===== config.mk =====
export PLATFORM = sky130hd
export DESIGN_NAME = cst_tile
export DESIGN_NICKNAME = d
export VERILOG_FILES = /design/src/cst_pkg.sv /design/src/cst_tile.sv /design/src/cst_divider.sv /design/src/cst_pfd.sv
export SDC_FILE = /design/constraint.sdc
export NUM_CORES = 1
export LEC_CHECK = 0
export BUFFER_PORTS_ARGS = -buffer_cell sky130_fd_sc_hd__buf_2
export CORE_ASPECT_RATIO = 0.8
export CORE_MARGIN = 2
export CORE_UTILIZATION = 52
export CTS_CLUSTER_SIZE = 30
export DETAILED_ROUTE_END_ITERATION = 7
export PLACE_DENSITY = 0.81
export SYNTH_ARGS = -nofsm -noshare
export SYNTH_HDL_FRONTEND = slang
export SYNTH_SLANG_ARGS = --single-unit

===== constraint.sdc =====
create_clock -name clk_sys -period 7 [get_ports clk_sys]
set_clock_uncertainty 0.05 [all_clocks]
set_input_delay 1.4 -clock clk_sys [delete_from_list [all_inputs] [get_ports clk_sys]]
set_output_delay 1.4 -clock clk_sys [all_outputs]
set_load 0.02 [all_outputs]

===== src/cst_pkg.sv =====
// Package for the clock synthesis tile model: settings, flags, constants.
// Assumes a single 50 MHz system clock drives every model register.
package cst_pkg;

    // ====================================================================
    // Sizes
    localparam int CST_NUM_OUT = 8;
    localparam int CST_NUM_INV = 4;
    localparam int CST_NUM_CASCADE = 4;
    localparam int CST_NUM_PHASE = 9;
    localparam int CST_FRAC_BITS = 3;
    localparam int CST_DIV_W = 8;
    localparam int CST_MULT_W = CST_DIV_W + CST_FRAC_BITS;
    localparam int CST_PH_W = 4;
    localparam int CST_VAR_PHASE = 8;
    localparam int CST_NUM_PLL_OUT = 6;

    // ====================================================================
    // Reference source encoding
    localparam logic [2:0] CST_SRC_PIN = 3'h0;
    localparam logic [2:0] CST_SRC_GLOBAL = 3'h1;
    localparam logic [2:0] CST_SRC_REGIONAL = 3'h2;
    localparam logic [2:0] CST_SRC_HORIZ = 3'h3;
    localparam logic [2:0] CST_SRC_FABRIC = 3'h4;
    localparam logic [2:0] CST_SRC_XCVR = 3'h5;

    // ====================================================================
    // Reset values and timing
    localparam logic [CST_DIV_W-1:0] CST_DIV_RST = 8'h01;
    localparam logic [CST_MULT_W-1:0] CST_MULT_RST = 11'h008;
    localparam int CST_LOCK_EDGES = 8;
    localparam int CST_STOP_NS = 2000;
    localparam int CST_CLK_NS = 20;
    localparam int CST_STOP_CYC = CST_STOP_NS / CST_CLK_NS;

    // ====================================================================
    // Types
    typedef enum logic {CST_VAR_MANAGER, CST_VAR_PLL} cst_variant_t;

    typedef struct packed {
        logic [CST_MULT_W-1:0] mult;
        logic [CST_DIV_W-1:0] in_div;
        logic [CST_MULT_W-1:0] out0_div;
    } cst_core_cfg_t;

    typedef struct packed {
        logic locked;
        logic ref_stopped;
        logic fb_stopped;
        logic pfd_up;
        logic pfd_down;
    } cst_status_t;

endpackage


===== src/cst_tile.sv =====
// Behavioural clock management tile: manager or reduced PLL variant.
// Assumes reference and feedback arrive as levels synchronous to clk_sys;
// generated clocks are modelled as levels stepped at clk_sys.
//
// Contract
// - Oscillator equals input times multiplier over divider
// - Output equals oscillator over its own divider
// - Settings map to multiplier, input and output divides
// - All output dividers share one oscillator
// - Eight outputs, some with inverted half-period copies
// - Feedback, and output zero on the manager, divide in eighths
// - Detector uses rising edges only
// - Down when fast, up when slow
// - Eight fixed phases plus one variable, selectable
// - Each input path has its own divider
// - Input muxes; transceiver clock reference only
// - Outputs zero to three cascade with phase offset
// - External spread spectrum passes when unused
// - PLL: outputs zero to five, no inversion, no shift
// - Advanced: second reference, select, stop flags
// - Unbounded fine shift, resolution follows oscillator
// - Fractional output has no programmable duty
`timescale 1ns/10ps
module cst_tile
    import cst_pkg::*;
#(
    parameter cst_variant_t VARIANT = CST_VAR_MANAGER,
    parameter int NOUT = CST_NUM_OUT,
    parameter int STOP_CYC = CST_STOP_CYC
) (
    // Clock and reset
    input wire logic clk_sys,
    input wire logic rst_n,
    // Reference and feedback inputs
    input wire logic reference_input_primary,
    input wire logic reference_input_secondary,
    input wire logic reference_select,
    input wire logic [2:0] ref_source,
    input wire logic [2:0] fb_source,
    input wire logic feedback_input,
    input wire logic fb_internal,
    // Control
    input wire logic power_down_input,
    input wire logic manager_reset,
    input wire cst_core_cfg_t core_cfg,
    input wire logic [NOUT*CST_DIV_W-1:0] output_divide_setting,
    input wire logic [NOUT*CST_PH_W-1:0] phase_select,
    input wire logic [NOUT-1:0] duty_program,
    input wire logic [NOUT-1:0] fine_shift_use,
    input wire logic ss_internal_en,
    // Fine phase shift
    input wire logic phase_shift_enable,
    input wire logic phase_shift_direction,
    output logic phase_shift_done,
    // Generated clocks
    output logic [NOUT-1:0] generated_output,
    output logic [CST_NUM_INV-1:0] generated_output_inverted,
    output logic [CST_NUM_CASCADE-1:0] cascade_output,
    output logic feedback_output,
    output logic feedback_output_inverted,
    // Status
    output cst_status_t status
);
    // ====================================================================
    // Input selection
    logic ref_lvl, ref_lvl_q, fb_lvl, fb_lvl_q;
    logic ref_ok, fb_ok;
    logic fb_tick;

    always_comb begin
        // Transceiver clock is refused as feedback
        ref_ok = (ref_source <= CST_SRC_XCVR);
        fb_ok = (fb_source <= CST_SRC_FABRIC);
        // Second reference only on the advanced parts
        ref_lvl = (reference_select && VARIANT == CST_VAR_MANAGER) ?
            reference_input_secondary : reference_input_primary;
        ref_lvl = ref_lvl & ref_ok;
        // Internal feedback for synthesis only, else external return path
        fb_lvl = fb_internal ? fb_tick : (feedback_input & fb_ok);
    end

    // Rising edges only feed the detector
    logic ref_rise, fb_rise;
    assign ref_rise = ref_lvl & ~ref_lvl_q;
    assign fb_rise = fb_lvl & ~fb_lvl_q;

    // ====================================================================
    // Input dividers, one per path
    logic hold;
    logic ref_div_tick, fb_div_tick;
    assign hold = manager_reset | power_down_input;

    cst_divider u_ref_div (
        .clk_sys(clk_sys),
        .rst_n(rst_n),
        .src_tick(ref_rise & ~hold),
        .divide({core_cfg.in_div, {CST_FRAC_BITS{1'b0}}}),
        .duty_half(1'b1),
        .tick(ref_div_tick),
        .level()
    );

    cst_divider u_fb_div (
        .clk_sys(clk_sys),
        .rst_n(rst_n),
        .src_tick(fb_rise & ~hold),
        .divide({{CST_DIV_W-1{1'b0}}, 1'b1, {CST_FRAC_BITS{1'b0}}}),
        .duty_half(1'b1),
        .tick(fb_div_tick),
        .level()
    );

    // ====================================================================
    // Detector and oscillator rate
    logic pfd_up, pfd_down;

    cst_pfd u_pfd (
        .clk_sys(clk_sys),
        .rst_n(rst_n),
        .ref_rise(ref_div_tick),
        .fb_rise(fb_div_tick),
        .clear(hold),
        .up(pfd_up),
        .down(pfd_down)
    );

    // Oscillator modelled as a tick rate: ticks per divided reference
    // period settle to the multiplier, so rate = Fin * M / D.
    // Without internal spread the reference wander passes straight on.
    logic [CST_MULT_W-1:0] vco_acc_q, vco_acc_d;
    logic vco_tick;
    logic [CST_PH_W-1:0] vphase_q, vphase_d;
    logic [7:0] fixed_ph_q, fixed_ph_d;
    logic ps_done_q, ps_done_d;

    always_comb begin
        vco_acc_d = vco_acc_q;
        vco_tick = 1'b0;
        if (!hold) begin
            // Multiplier in eighths; each reference edge adds M ticks
            if (ref_div_tick) begin
                vco_acc_d = vco_acc_q + core_cfg.mult;
            end
            if (vco_acc_d >= CST_MULT_W'(8)) begin
                vco_acc_d = vco_acc_d - CST_MULT_W'(8);
                vco_tick = 1'b1;
            end
        end
        // Fixed phases are taps of the tick delayed by one to eight cycles
        fixed_ph_d = {fixed_ph_q[6:0], vco_tick};
        // Variable phase wraps freely in either direction
        vphase_d = vphase_q;
        ps_done_d = 1'b0;
        if (phase_shift_enable && VARIANT == CST_VAR_MANAGER) begin
            vphase_d = phase_shift_direction ? vphase_q + 4'h1 :
                vphase_q - 4'h1;
            ps_done_d = 1'b1;
        end
    end

    always_ff @(posedge clk_sys or negedge rst_n) begin
        if (!rst_n) begin
            vco_acc_q <= '0;
            fixed_ph_q <= 8'h00;
            vphase_q <= '0;
            ps_done_q <= 1'b0;
            ref_lvl_q <= 1'b0;
            fb_lvl_q <= 1'b0;
        end else begin
            vco_acc_q <= vco_acc_d;
            fixed_ph_q <= fixed_ph_d;
            vphase_q <= vphase_d;
            ps_done_q <= ps_done_d;
            ref_lvl_q <= ref_lvl;
            fb_lvl_q <= fb_lvl;
        end
    end

    // ====================================================================
    // Output dividers, all fed by the one oscillator
    logic [NOUT-1:0] out_lvl;
    logic [NOUT-1:0] out_src;
    logic fb_lvl_out;

    genvar g;
    generate
        for (g = 0; g < NOUT; g++) begin : g_out
            logic [CST_PH_W-1:0] sel;
            logic [CST_MULT_W-1:0] dv;
            logic frac;
            always_comb begin
                sel = phase_select[g*CST_PH_W +: CST_PH_W];
                // Fine shift source only on the manager
                if (fine_shift_use[g] && VARIANT == CST_VAR_MANAGER) begin
                    out_src[g] =
                        fixed_ph_q[vphase_q[CST_PH_W-1:1]];
                end else if (sel < CST_PH_W'(8)) begin
                    out_src[g] = fixed_ph_q[sel[2:0]];
                end else begin
                    out_src[g] = vco_tick;
                end
                if (g == 0 && VARIANT == CST_VAR_MANAGER) begin
                    dv = core_cfg.out0_div;
                end else begin
                    dv = {output_divide_setting[g*CST_DIV_W +: CST_DIV_W],
                        {CST_FRAC_BITS{1'b0}}};
                end
                frac = (dv[CST_FRAC_BITS-1:0] != '0);
            end
            cst_divider u_odiv (
                .clk_sys(clk_sys),
                .rst_n(rst_n),
                .src_tick(out_src[g]),
                .divide(dv),
                .duty_half(~duty_program[g] | frac),
                .tick(),
                .level(out_lvl[g])
            );
        end
    endgenerate

    // Feedback divider with fractional multiply
    cst_divider u_fbout (
        .clk_sys(clk_sys),
        .rst_n(rst_n),
        .src_tick(vco_tick),
        .divide(core_cfg.mult),
        .duty_half(1'b1),
        .tick(fb_tick),
        .level(fb_lvl_out)
    );

    // ====================================================================
    // Lock and stop detection
    logic [3:0] lock_cnt_q, lock_cnt_d;
    logic [1:0] fb_per_q, fb_per_d;
    logic locked_q, locked_d;
    logic [15:0] ref_idle_q, ref_idle_d, fb_idle_q, fb_idle_d;

    always_comb begin
        ref_idle_d = ref_rise ? '0 :
            (ref_idle_q == 16'(STOP_CYC) ? ref_idle_q : ref_idle_q + 16'h1);
        fb_idle_d = fb_rise ? '0 :
            (fb_idle_q == 16'(STOP_CYC) ? fb_idle_q : fb_idle_q + 16'h1);
        fb_per_d = (hold || ref_div_tick) ? 2'h0 :
            fb_per_q + 2'(fb_div_tick && fb_per_q != 2'h2);
        lock_cnt_d = lock_cnt_q;
        locked_d = locked_q;
        if (hold || ref_idle_q == 16'(STOP_CYC) ||
            (ref_div_tick && fb_per_q + 2'(fb_div_tick) != 2'h1)) begin
            lock_cnt_d = '0;
            locked_d = 1'b0;
        end else if (ref_div_tick) begin
            // One feedback edge per reference period counts as aligned
            if (lock_cnt_q == 4'(CST_LOCK_EDGES - 1)) begin
                locked_d = 1'b1;
            end else begin
                lock_cnt_d = lock_cnt_q + 4'h1;
            end
        end
    end

    // ====================================================================
    // Registered outputs
    cst_status_t status_d;
    logic [NOUT-1:0] gen_d;
    logic [CST_NUM_INV-1:0] inv_d;

    always_comb begin
        gen_d = out_lvl;
        inv_d = ~out_lvl[CST_NUM_INV-1:0];
        if (VARIANT == CST_VAR_PLL) begin
            // Reduced part: outputs six up and inversions absent
            for (int i = CST_NUM_PLL_OUT; i < NOUT; i++) begin
                gen_d[i] = 1'b0;
            end
            inv_d = '0;
        end
        if (hold) begin
            gen_d = '0;
            inv_d = '0;
        end
        status_d.locked = locked_d;
        status_d.ref_stopped = (ref_idle_d == 16'(STOP_CYC));
        status_d.fb_stopped = (fb_idle_d == 16'(STOP_CYC));
        status_d.pfd_up = pfd_up;
        status_d.pfd_down = pfd_down;
    end

    logic [NOUT-1:0] gen_q;
    logic [CST_NUM_INV-1:0] inv_q;
    logic fbo_q;
    cst_status_t status_q;

    always_ff @(posedge clk_sys or negedge rst_n) begin
        if (!rst_n) begin
            lock_cnt_q <= '0;
            fb_per_q <= '0;
            locked_q <= 1'b0;
            ref_idle_q <= '0;
            fb_idle_q <= '0;
            gen_q <= '0;
            inv_q <= '0;
            fbo_q <= 1'b0;
            status_q <= '0;
        end else begin
            lock_cnt_q <= lock_cnt_d;
            fb_per_q <= fb_per_d;
            locked_q <= locked_d;
            ref_idle_q <= ref_idle_d;
            fb_idle_q <= fb_idle_d;
            gen_q <= gen_d;
            inv_q <= inv_d;
            fbo_q <= fb_lvl_out & ~hold;
            status_q <= status_d;
        end
    end

    // Cascade taps are one register later, giving the stage offset
    logic [CST_NUM_CASCADE-1:0] casc_q;
    always_ff @(posedge clk_sys or negedge rst_n) begin
        if (!rst_n) begin
            casc_q <= '0;
        end else begin
            casc_q <= gen_q[CST_NUM_CASCADE-1:0];
        end
    end

    assign generated_output = gen_q;
    assign generated_output_inverted = inv_q;
    assign cascade_output = casc_q;
    assign feedback_output = fbo_q;
    assign feedback_output_inverted = ~fbo_q & (VARIANT == CST_VAR_MANAGER);
    assign phase_shift_done = ps_done_q;
    assign status = status_q;
endmodule


===== src/cst_divider.sv =====
// Counter divider with eighth-step fractional mode.
// Assumes the source enable marks one cycle per source clock period.
`timescale 1ns/10ps
module cst_divider
    import cst_pkg::*;
#(
    parameter int DIV_W = CST_DIV_W,
    parameter int FRAC = CST_FRAC_BITS
) (
    // Clock and reset
    input wire logic clk_sys,
    input wire logic rst_n,
    // Control
    input wire logic src_tick,
    input wire logic [DIV_W+FRAC-1:0] divide,
    input wire logic duty_half,
    // Output
    output logic tick,
    output logic level
);
    // ====================================================================
    // Accumulator in eighths; period alternates to average the fraction
    localparam int AW = DIV_W + FRAC + 1;
    logic [AW-1:0] acc_q, acc_d;
    logic tick_q, tick_d;
    logic lvl_q, lvl_d;
    logic [AW-1:0] step;
    logic [AW-1:0] div_ext;

    always_comb begin
        step = AW'(1) << FRAC;
        div_ext = (divide == '0) ? step : {1'b0, divide};
        acc_d = acc_q;
        tick_d = 1'b0;
        lvl_d = lvl_q;
        if (src_tick) begin
            if (acc_q + step >= div_ext) begin
                acc_d = acc_q + step - div_ext;
                tick_d = 1'b1;
                lvl_d = 1'b1;
            end else begin
                acc_d = acc_q + step;
                // Fixed half duty unless a programmed duty is allowed
                if (duty_half && (acc_d >= (div_ext >> 1))) begin
                    lvl_d = 1'b0;
                end
                if (!duty_half) begin
                    lvl_d = 1'b0;
                end
            end
        end
    end

    always_ff @(posedge clk_sys or negedge rst_n) begin
        if (!rst_n) begin
            acc_q <= '0;
            tick_q <= 1'b0;
            lvl_q <= 1'b0;
        end else begin
            acc_q <= acc_d;
            tick_q <= tick_d;
            lvl_q <= lvl_d;
        end
    end

    assign tick = tick_q;
    assign level = lvl_q;
endmodule


===== src/cst_pfd.sv =====
// Phase-frequency detector on rising edges of two enable strobes.
// Assumes each strobe is one cycle per divided clock period.
`timescale 1ns/10ps
module cst_pfd
    import cst_pkg::*;
(
    // Clock and reset
    input wire logic clk_sys,
    input wire logic rst_n,
    // Compared edges
    input wire logic ref_rise,
    input wire logic fb_rise,
    input wire logic clear,
    // Result
    output logic up,
    output logic down
);
    // ====================================================================
    // Classic two-flop detector; both set resets both
    logic up_q, up_d;
    logic dn_q, dn_d;

    always_comb begin
        up_d = up_q | ref_rise;
        dn_d = dn_q | fb_rise;
        if ((up_d && dn_d) || clear) begin
            up_d = 1'b0;
            dn_d = 1'b0;
        end
    end

    always_ff @(posedge clk_sys or negedge rst_n) begin
        if (!rst_n) begin
            up_q <= 1'b0;
            dn_q <= 1'b0;
        end else begin
            up_q <= up_d;
            dn_q <= dn_d;
        end
    end

    assign up = up_q;
    assign down = dn_q;
endmodule


**Word level (Yosys, flattened, before mapping)**

Index checks and enable logic that the tools add are counted.
Widths: inputs -> output; s select.

- Latch bits: 0
- Bits of input ports: 160
- Bits in read-only memories: 0
- Memories kept: 0
- Logic and storage cells: 306
- Output and inout bits: 24
- RAM bits: 0
- Bits in registers: 232

- Muxes and demuxes: 111
- Shift-type cells: 0
- $lt $le $gt $ge: 40
- Bitwise operators: 24
- Div/mod/pow operators: 0
- Add/subtract/negate cells: 31
- Reductions and logical operators: 47
- Equal/unequal tests: 9
- Multipliers: 0

Operator list:

| operator | count |
|---|---|
| $mux 11 | 13 |
| $add 12x4->12 const B | 11 |
| $mux 12 | 11 |
| $ge 12x12->1 | 10 |
| $sub 12x12->12 | 10 |
| $logic_not 11->1 | 10 |
| $ge 12x11->1 | 9 |
| $mux 1 | 67 |
| $eq 16x7->1 const B | 4 |
| $mux 16 | 4 |
| $lt 3x4->1 const B | 9 |
| $add 16x1->16 const B | 2 |
| $lt 4x4->1 const B | 8 |
| $bmux 1 s3 | 9 |
| $reduce_bool 3->1 | 8 |
| $reduce_and 2->1 | 11 |
| $mux 4 | 5 |
| $ge 12x4->1 const B | 1 |
| $not 1->1 | 12 |
| $sub 12x4->12 const B | 1 |
| $add 11x11->11 | 1 |
| $ge 11x4->1 const B | 1 |
| $logic_and 1x1->1 | 11 |
| $sub 11x4->11 const B | 1 |
| 15 further kinds | 33 |

**Longest topological paths before layout**

- Depth after elaboration: 9
- Mapped depth: 15
- Gate-level depth less buffers: 14

**Cells and area by module**

Synthesis repeated with hierarchy kept, for this count alone.

- Cells, all modules: 2904
- Area, all modules: 24920.2 sq um

By module, submodules not included:

| module | cells an instance | area an instance (sq um) | instances | sequential area each (sq um) |
|---|---|---|---|---|
| cst_divider | 213 | 1766.7 | 11 | 350.3 |
| cst_tile | 555 | 5416.4 | 1 | 2152.1 |
| cst_pfd | 6 | 70.1 | 1 | 50.0 |

**Least setup slack after synthesis**

OpenSTA, ideal clock, no wires.

- Kind: input port to flip-flop
- Start point: in core_cfg[19] (netlist bit)
- End point: reg g_out[2].u_odiv.acc_q[7]
- Library setup time: 0.126 ns
- Stages: 14
- Buffers on the path: 2
- Setup slack: 2.468 ns
- Data arrival time: 4.356 ns
- Cells stage by stage: ha_1 inv_1 fa_1 nor2b_1 o2111ai_1 a21oi_1 o32ai_1 or4b_4 a2111oi_4 buf_4 o21ai_1 buf_2 o21a_1 o32a_1

- Longest elaborated chain between the ends: 8

RTL lines:

| what | line | RTL |
|---|---|---|
| start: declaration | cst_tile.sv:45 | `input wire cst_core_cfg_t core_cfg,` |
| $add 11x11->11 | cst_tile.sv:142 | `vco_acc_d = vco_acc_q + core_cfg.mult;` |
| $mux 11 | cst_tile.sv:141 | `if (ref_div_tick) begin` |
| $mux 11 | cst_tile.sv:139 | `if (!hold) begin` |
| $ge 11x4->1 | cst_tile.sv:144 | `if (vco_acc_d >= CST_MULT_W'(8)) begin` |
| $mux 1 | cst_tile.sv:144 |  |
| $mux 1 | cst_tile.sv:139 |  |
| $mux 1 | cst_tile.sv:197 | `end else if (sel < CST_PH_W'(8)) begin` |
| $mux 1 | cst_tile.sv:194 | `if (fine_shift_use[g] && VARIANT == CST_VAR_MANAGER) begin` |
| end signal: assignment | cst_divider.sv:56 | `acc_q <= '0;` |
| end signal: assignment | cst_divider.sv:60 | `acc_q <= acc_d;` |
| end: declaration | cst_divider.sv:24 | `logic [AW-1:0] acc_q, acc_d;` |

No other way between the ends. The select of a mux whose other input is x is not followed.
A chain may end at the register's enable or synchronous reset.

**Worst setup path in the final report**

- Start point: in core_cfg[19] (netlist bit)
- End point: reg g_out[1].u_odiv.acc_q[5]

- Longest elaborated chain between the ends: 8

RTL lines:

| what | line |
|---|---|
| $add 11x11->11 | cst_tile.sv:142 |
| $mux 11 | cst_tile.sv:141 |
| $mux 11 | cst_tile.sv:139 |
| $ge 11x4->1 | cst_tile.sv:144 |
| $mux 1 | cst_tile.sv:144 |
| $mux 1 | cst_tile.sv:139 |
| $mux 1 | cst_tile.sv:197 |
| $mux 1 | cst_tile.sv:194 |
| end signal: assignment | cst_divider.sv:56 |
| end signal: assignment | cst_divider.sv:60 |
| end: declaration | cst_divider.sv:24 |

No other way between the ends. The select of a mux whose other input is x is not followed.

==> impl_metrics.yaml <==
yosys:
  synth_compound_area_frac: 0.195
  synth_area_leaders: "dfrtp_1 29%, ha_1 13%, a21oi_1 4.8%"
  netlist_instances: 2092
  yosys_warnings: 0
  synth-xor-area-share: 0.0849
  yosysSeqAreaShare: 0.287
  syn_nets: 2451
  ys_ff_latch: 205
  async_reset_ff_frac: 1.00
  syn_area_per_cell_um2: 8.53
  synthDistinctLibCells: 77
  synth_top_area_frac: 0.287
  yosys.area_share.simple: 0.198
  ys.flop_type: "dfrtp_1"
  synthMuxAreaShare: 0.0402
  synth_top_family_by_area: "simple AND/OR/NAND/NOR gates"
  syn_area_um2: 17800
  synth_fa_ha_area_frac: 0.145
  yosys.area.top_type: "dfrtp_1"
  synth_edf_count: 0
pwr:
  p_per_area_nw_per_um2: 465
  finalPower_mw: 9.28
  ir_drop_mv: 0.254
  p_leak_nw: 9.50
worst_setup_path:
  cp_max_fo: 18
  crit_path_end_kind: "flip-flop"
  critPathRequiredTime_ps: 7380
  crit_family: "compound AO/OA/AOI/OAI gates"
  path_cells: "buf_2 -> ha_1 -> inv_1 -> fa_1 -> nor2b_1 -> o2111ai_1 -> a21boi_0 -> o21a_1 -> mux2i_1 -> a2111oi_4 -> buf_4 -> o21ai_0 -> o21ai_0 -> a32o_1"
  crit_buf_inv: 3
  critPathLaunchType: "input port"
  cp_common_cell: "o21ai_0"
  worstReg2RegStart: "vco_acc_q[0]"
  max_stage_delay_ps: 1020
  r2r-end: "g_out[1].u_odiv.acc_q[5]"
  worstPathArrival_ps: 5630
  rrSetupSlack_ps: 2360
  crit_slowest_cell: "o21ai_0"
  crit_type: "input port to flip-flop"
  r2r_cells: 13
layout:
  regArea_um2: 5130
  fin_cells: 2695
  area_growth_pct: 11.8
  drive_gt1_frac: 0.125
  final_common_cell: "dfrtp_1"
  fill_cells: 2961
  final_util: 0.592
  nets: 2598
  final_cell_mix: "205 x dfrtp_1, 187 x ha_1, 182 x nor2_1"
  finish.instance_area_um2: 20000
  multi_input_area_um2: 11800
clocking:
  post_cts_buffers: 0
  h-tree-depth: 1
  root_buffer: "clkbuf_16"
  clkSlewWorstSetupHoldPaths_ps: 60
  tritoncts: "done"
  holdBufCountCts: 0
  cts.sinks: 205
  cts_made_buffers: 24
  post_cts_resize_count: 0
  clkLatencyLatePin_ps: 540
  clockBufferDepth: 3
timing:
  finalCritPeriodShare: 0.750
  slew_viol_final: 0
  worstMarginPinSlew_ps: 1280
  fmax_mhz: 190
  fin_crit_ps: 5250
  slew_headroom: 0.137
  finalSetupTns_ps: 0
  whs_ps: 321
  setup_viol: 0
  setup_slack_ps: 1750
  finalHoldViolations: 0
  rsz0062_at_grt: "false"
placed_design:
  dpl_worst_slack_ps: 1320
  port_buffers: 173
  dpl.cell_count: 2647
  placed_area_um2: 19100
  place_hpwl_um: 34200
  gp_congestion: 0.934
die:
  num_io_pins: 184
  die_w_um: 211
  start_util: 0.529
  die_area_um2: 35800
  rows: 60
  core_um2: 33700
  die_y_um: 170
routing:
  via_per_inst: 5.94
  drc: 0
  via_count: 16005
  drt_iter0_markers: 1126
  wl_per_cell_um: 16.7
  firstDrtPassIters: 6
  routed_wl_um: 45000
  ant_nets: 0
global_route:
  grt_max_degree: 168
  grt_pass1_vias: 15115
  grtUsageTotal: 0.252
  gr-usage-met3: 0.0361
  grt_overflow: 0
  antenna_found_initial: 10
  grtUsageMet2: 0.410
  grtUsageMet1: 0.348
  grt_pass1_wl_um: 75000
  gr-max-usage-layer: "met2"
min_path:
  hold_path_depth: 0
  min_to: "cascade_output[1]"
  worstHoldStart: "generated_output[1]"
  hp-class: "flip-flop to flip-flop"
run:
  cap_violations: 0
status:
  status: "finished clean"
-- state kept, by name (all words and copies together) (netlist names), 4 cells and up --
register	flops
g_out.u_odiv.level	8
vphase_q	4
cascade_output	4
u_fbout.acc_q	12
u_fb_div.acc_q	9
fb_idle_q	16
g_out.u_odiv.acc_q	75
ref_idle_q	16
vco_acc_q	11
status	5
lock_cnt_q	4
generated_output	8
generated_output_inverted	4
fixed_ph_q	8
u_ref_div.acc_q	9
-- synthesized netlist by cell type (6+ instances only) --
| cell type | instances |
|---|---|
| dfrtp_1 | 205 |
| ha_1 | 187 |
| nor2_1 | 183 |
| inv_1 | 171 |
| a21oi_1 | 170 |
| nand2_1 | 126 |
| o21ai_0 | 100 |
| xnor2_1 | 95 |
| nand3_1 | 91 |
| xor2_1 | 78 |
| and3_1 | 56 |
| nor3_1 | 50 |
| clkbuf_1 | 43 |
| a21o_1 | 40 |
| nand4_1 | 37 |
| nor2b_1 | 33 |
| o21a_1 | 29 |
| nor4_1 | 26 |
| o32a_1 | 25 |
| a31oi_1 | 22 |
| nand2b_1 | 21 |
| mux2i_1 | 20 |
| mux4_2 | 18 |
| and2_1 | 15 |
| o31ai_1 | 14 |
| buf_2 | 13 |
| nand3b_1 | 13 |
| fa_1 | 12 |
| o211ai_1 | 12 |
| or2_2 | 12 |
| or3_1 | 12 |
| o21bai_1 | 11 |
| a2111oi_0 | 10 |
| a211oi_1 | 10 |
| o22ai_1 | 10 |
| a21boi_0 | 8 |
| mux2_2 | 8 |
| nor3b_1 | 7 |
| o41ai_1 | 7 |
| a32o_1 | 6 |
| o2111ai_1 | 6 |
| o211a_1 | 6 |
| or3b_2 | 6 |
-- power by group --
group / total [mW] / leakage [nW] / switching, mW / internal (mW)
combinational: 5.88 / 6.56 / 3.34 / 2.54
clock: 1.35 / 0.402 / 0.540 / 0.806
sequential: 2.06 / 2.54 / 0.472 / 1.59
-- per-layer routing --
layer  vias to the layer above  wire length (µm)  share of wire
li1                       7874                 -              -
met1                      7661             21000           0.47
met2                       390             20700           0.46
met3                        76              2020          0.045
met4                         4              1300          0.029
met5                         -                23        0.00051
-- worst max-delay path by stage --
| stage | from | end | slack (ps) | cells after the start |
|---|---|---|---|---|
| floorplan | core_cfg[19] | g_out[2].u_odiv.acc_q[7] | 2470 | 14 |
| global placement | core_cfg[19] | g_out[1].u_odiv.acc_q[5] | 1530 | 14 |
| detailed placement | core_cfg[19] | g_out[1].u_odiv.acc_q[5] | 1320 | 14 |
| CTS | core_cfg[19] | g_out[1].u_odiv.acc_q[5] | 1860 | 14 |
| global route | core_cfg[19] | g_out[1].u_odiv.acc_q[5] | 1540 | 14 |
| finish | core_cfg[19] | g_out[1].u_odiv.acc_q[5] | 1750 | 14 |
-- final cells by class --
cell class	instances	share of cell area
multi-input cells	1654	0.593
flip-flops and latches	205	0.257
repair buffers	182	0.0479
clock buffers	30	0.0343
inverters	172	0.0323
well taps	434	0.0272
clock inverters	12	0.00784
diodes	6	0.000752
-- cell families after synthesis --
| group | Yosys count |
|---|---|
| compound gates | 531 |
| simple gates | 703 |
| mux | 48 |
| fa+ha+maj | 199 |
| flops | 205 |
| buf+inv | 233 |
| xor+xnor | 173 |
Note: power is estimated with default switching activity, not from simulation.
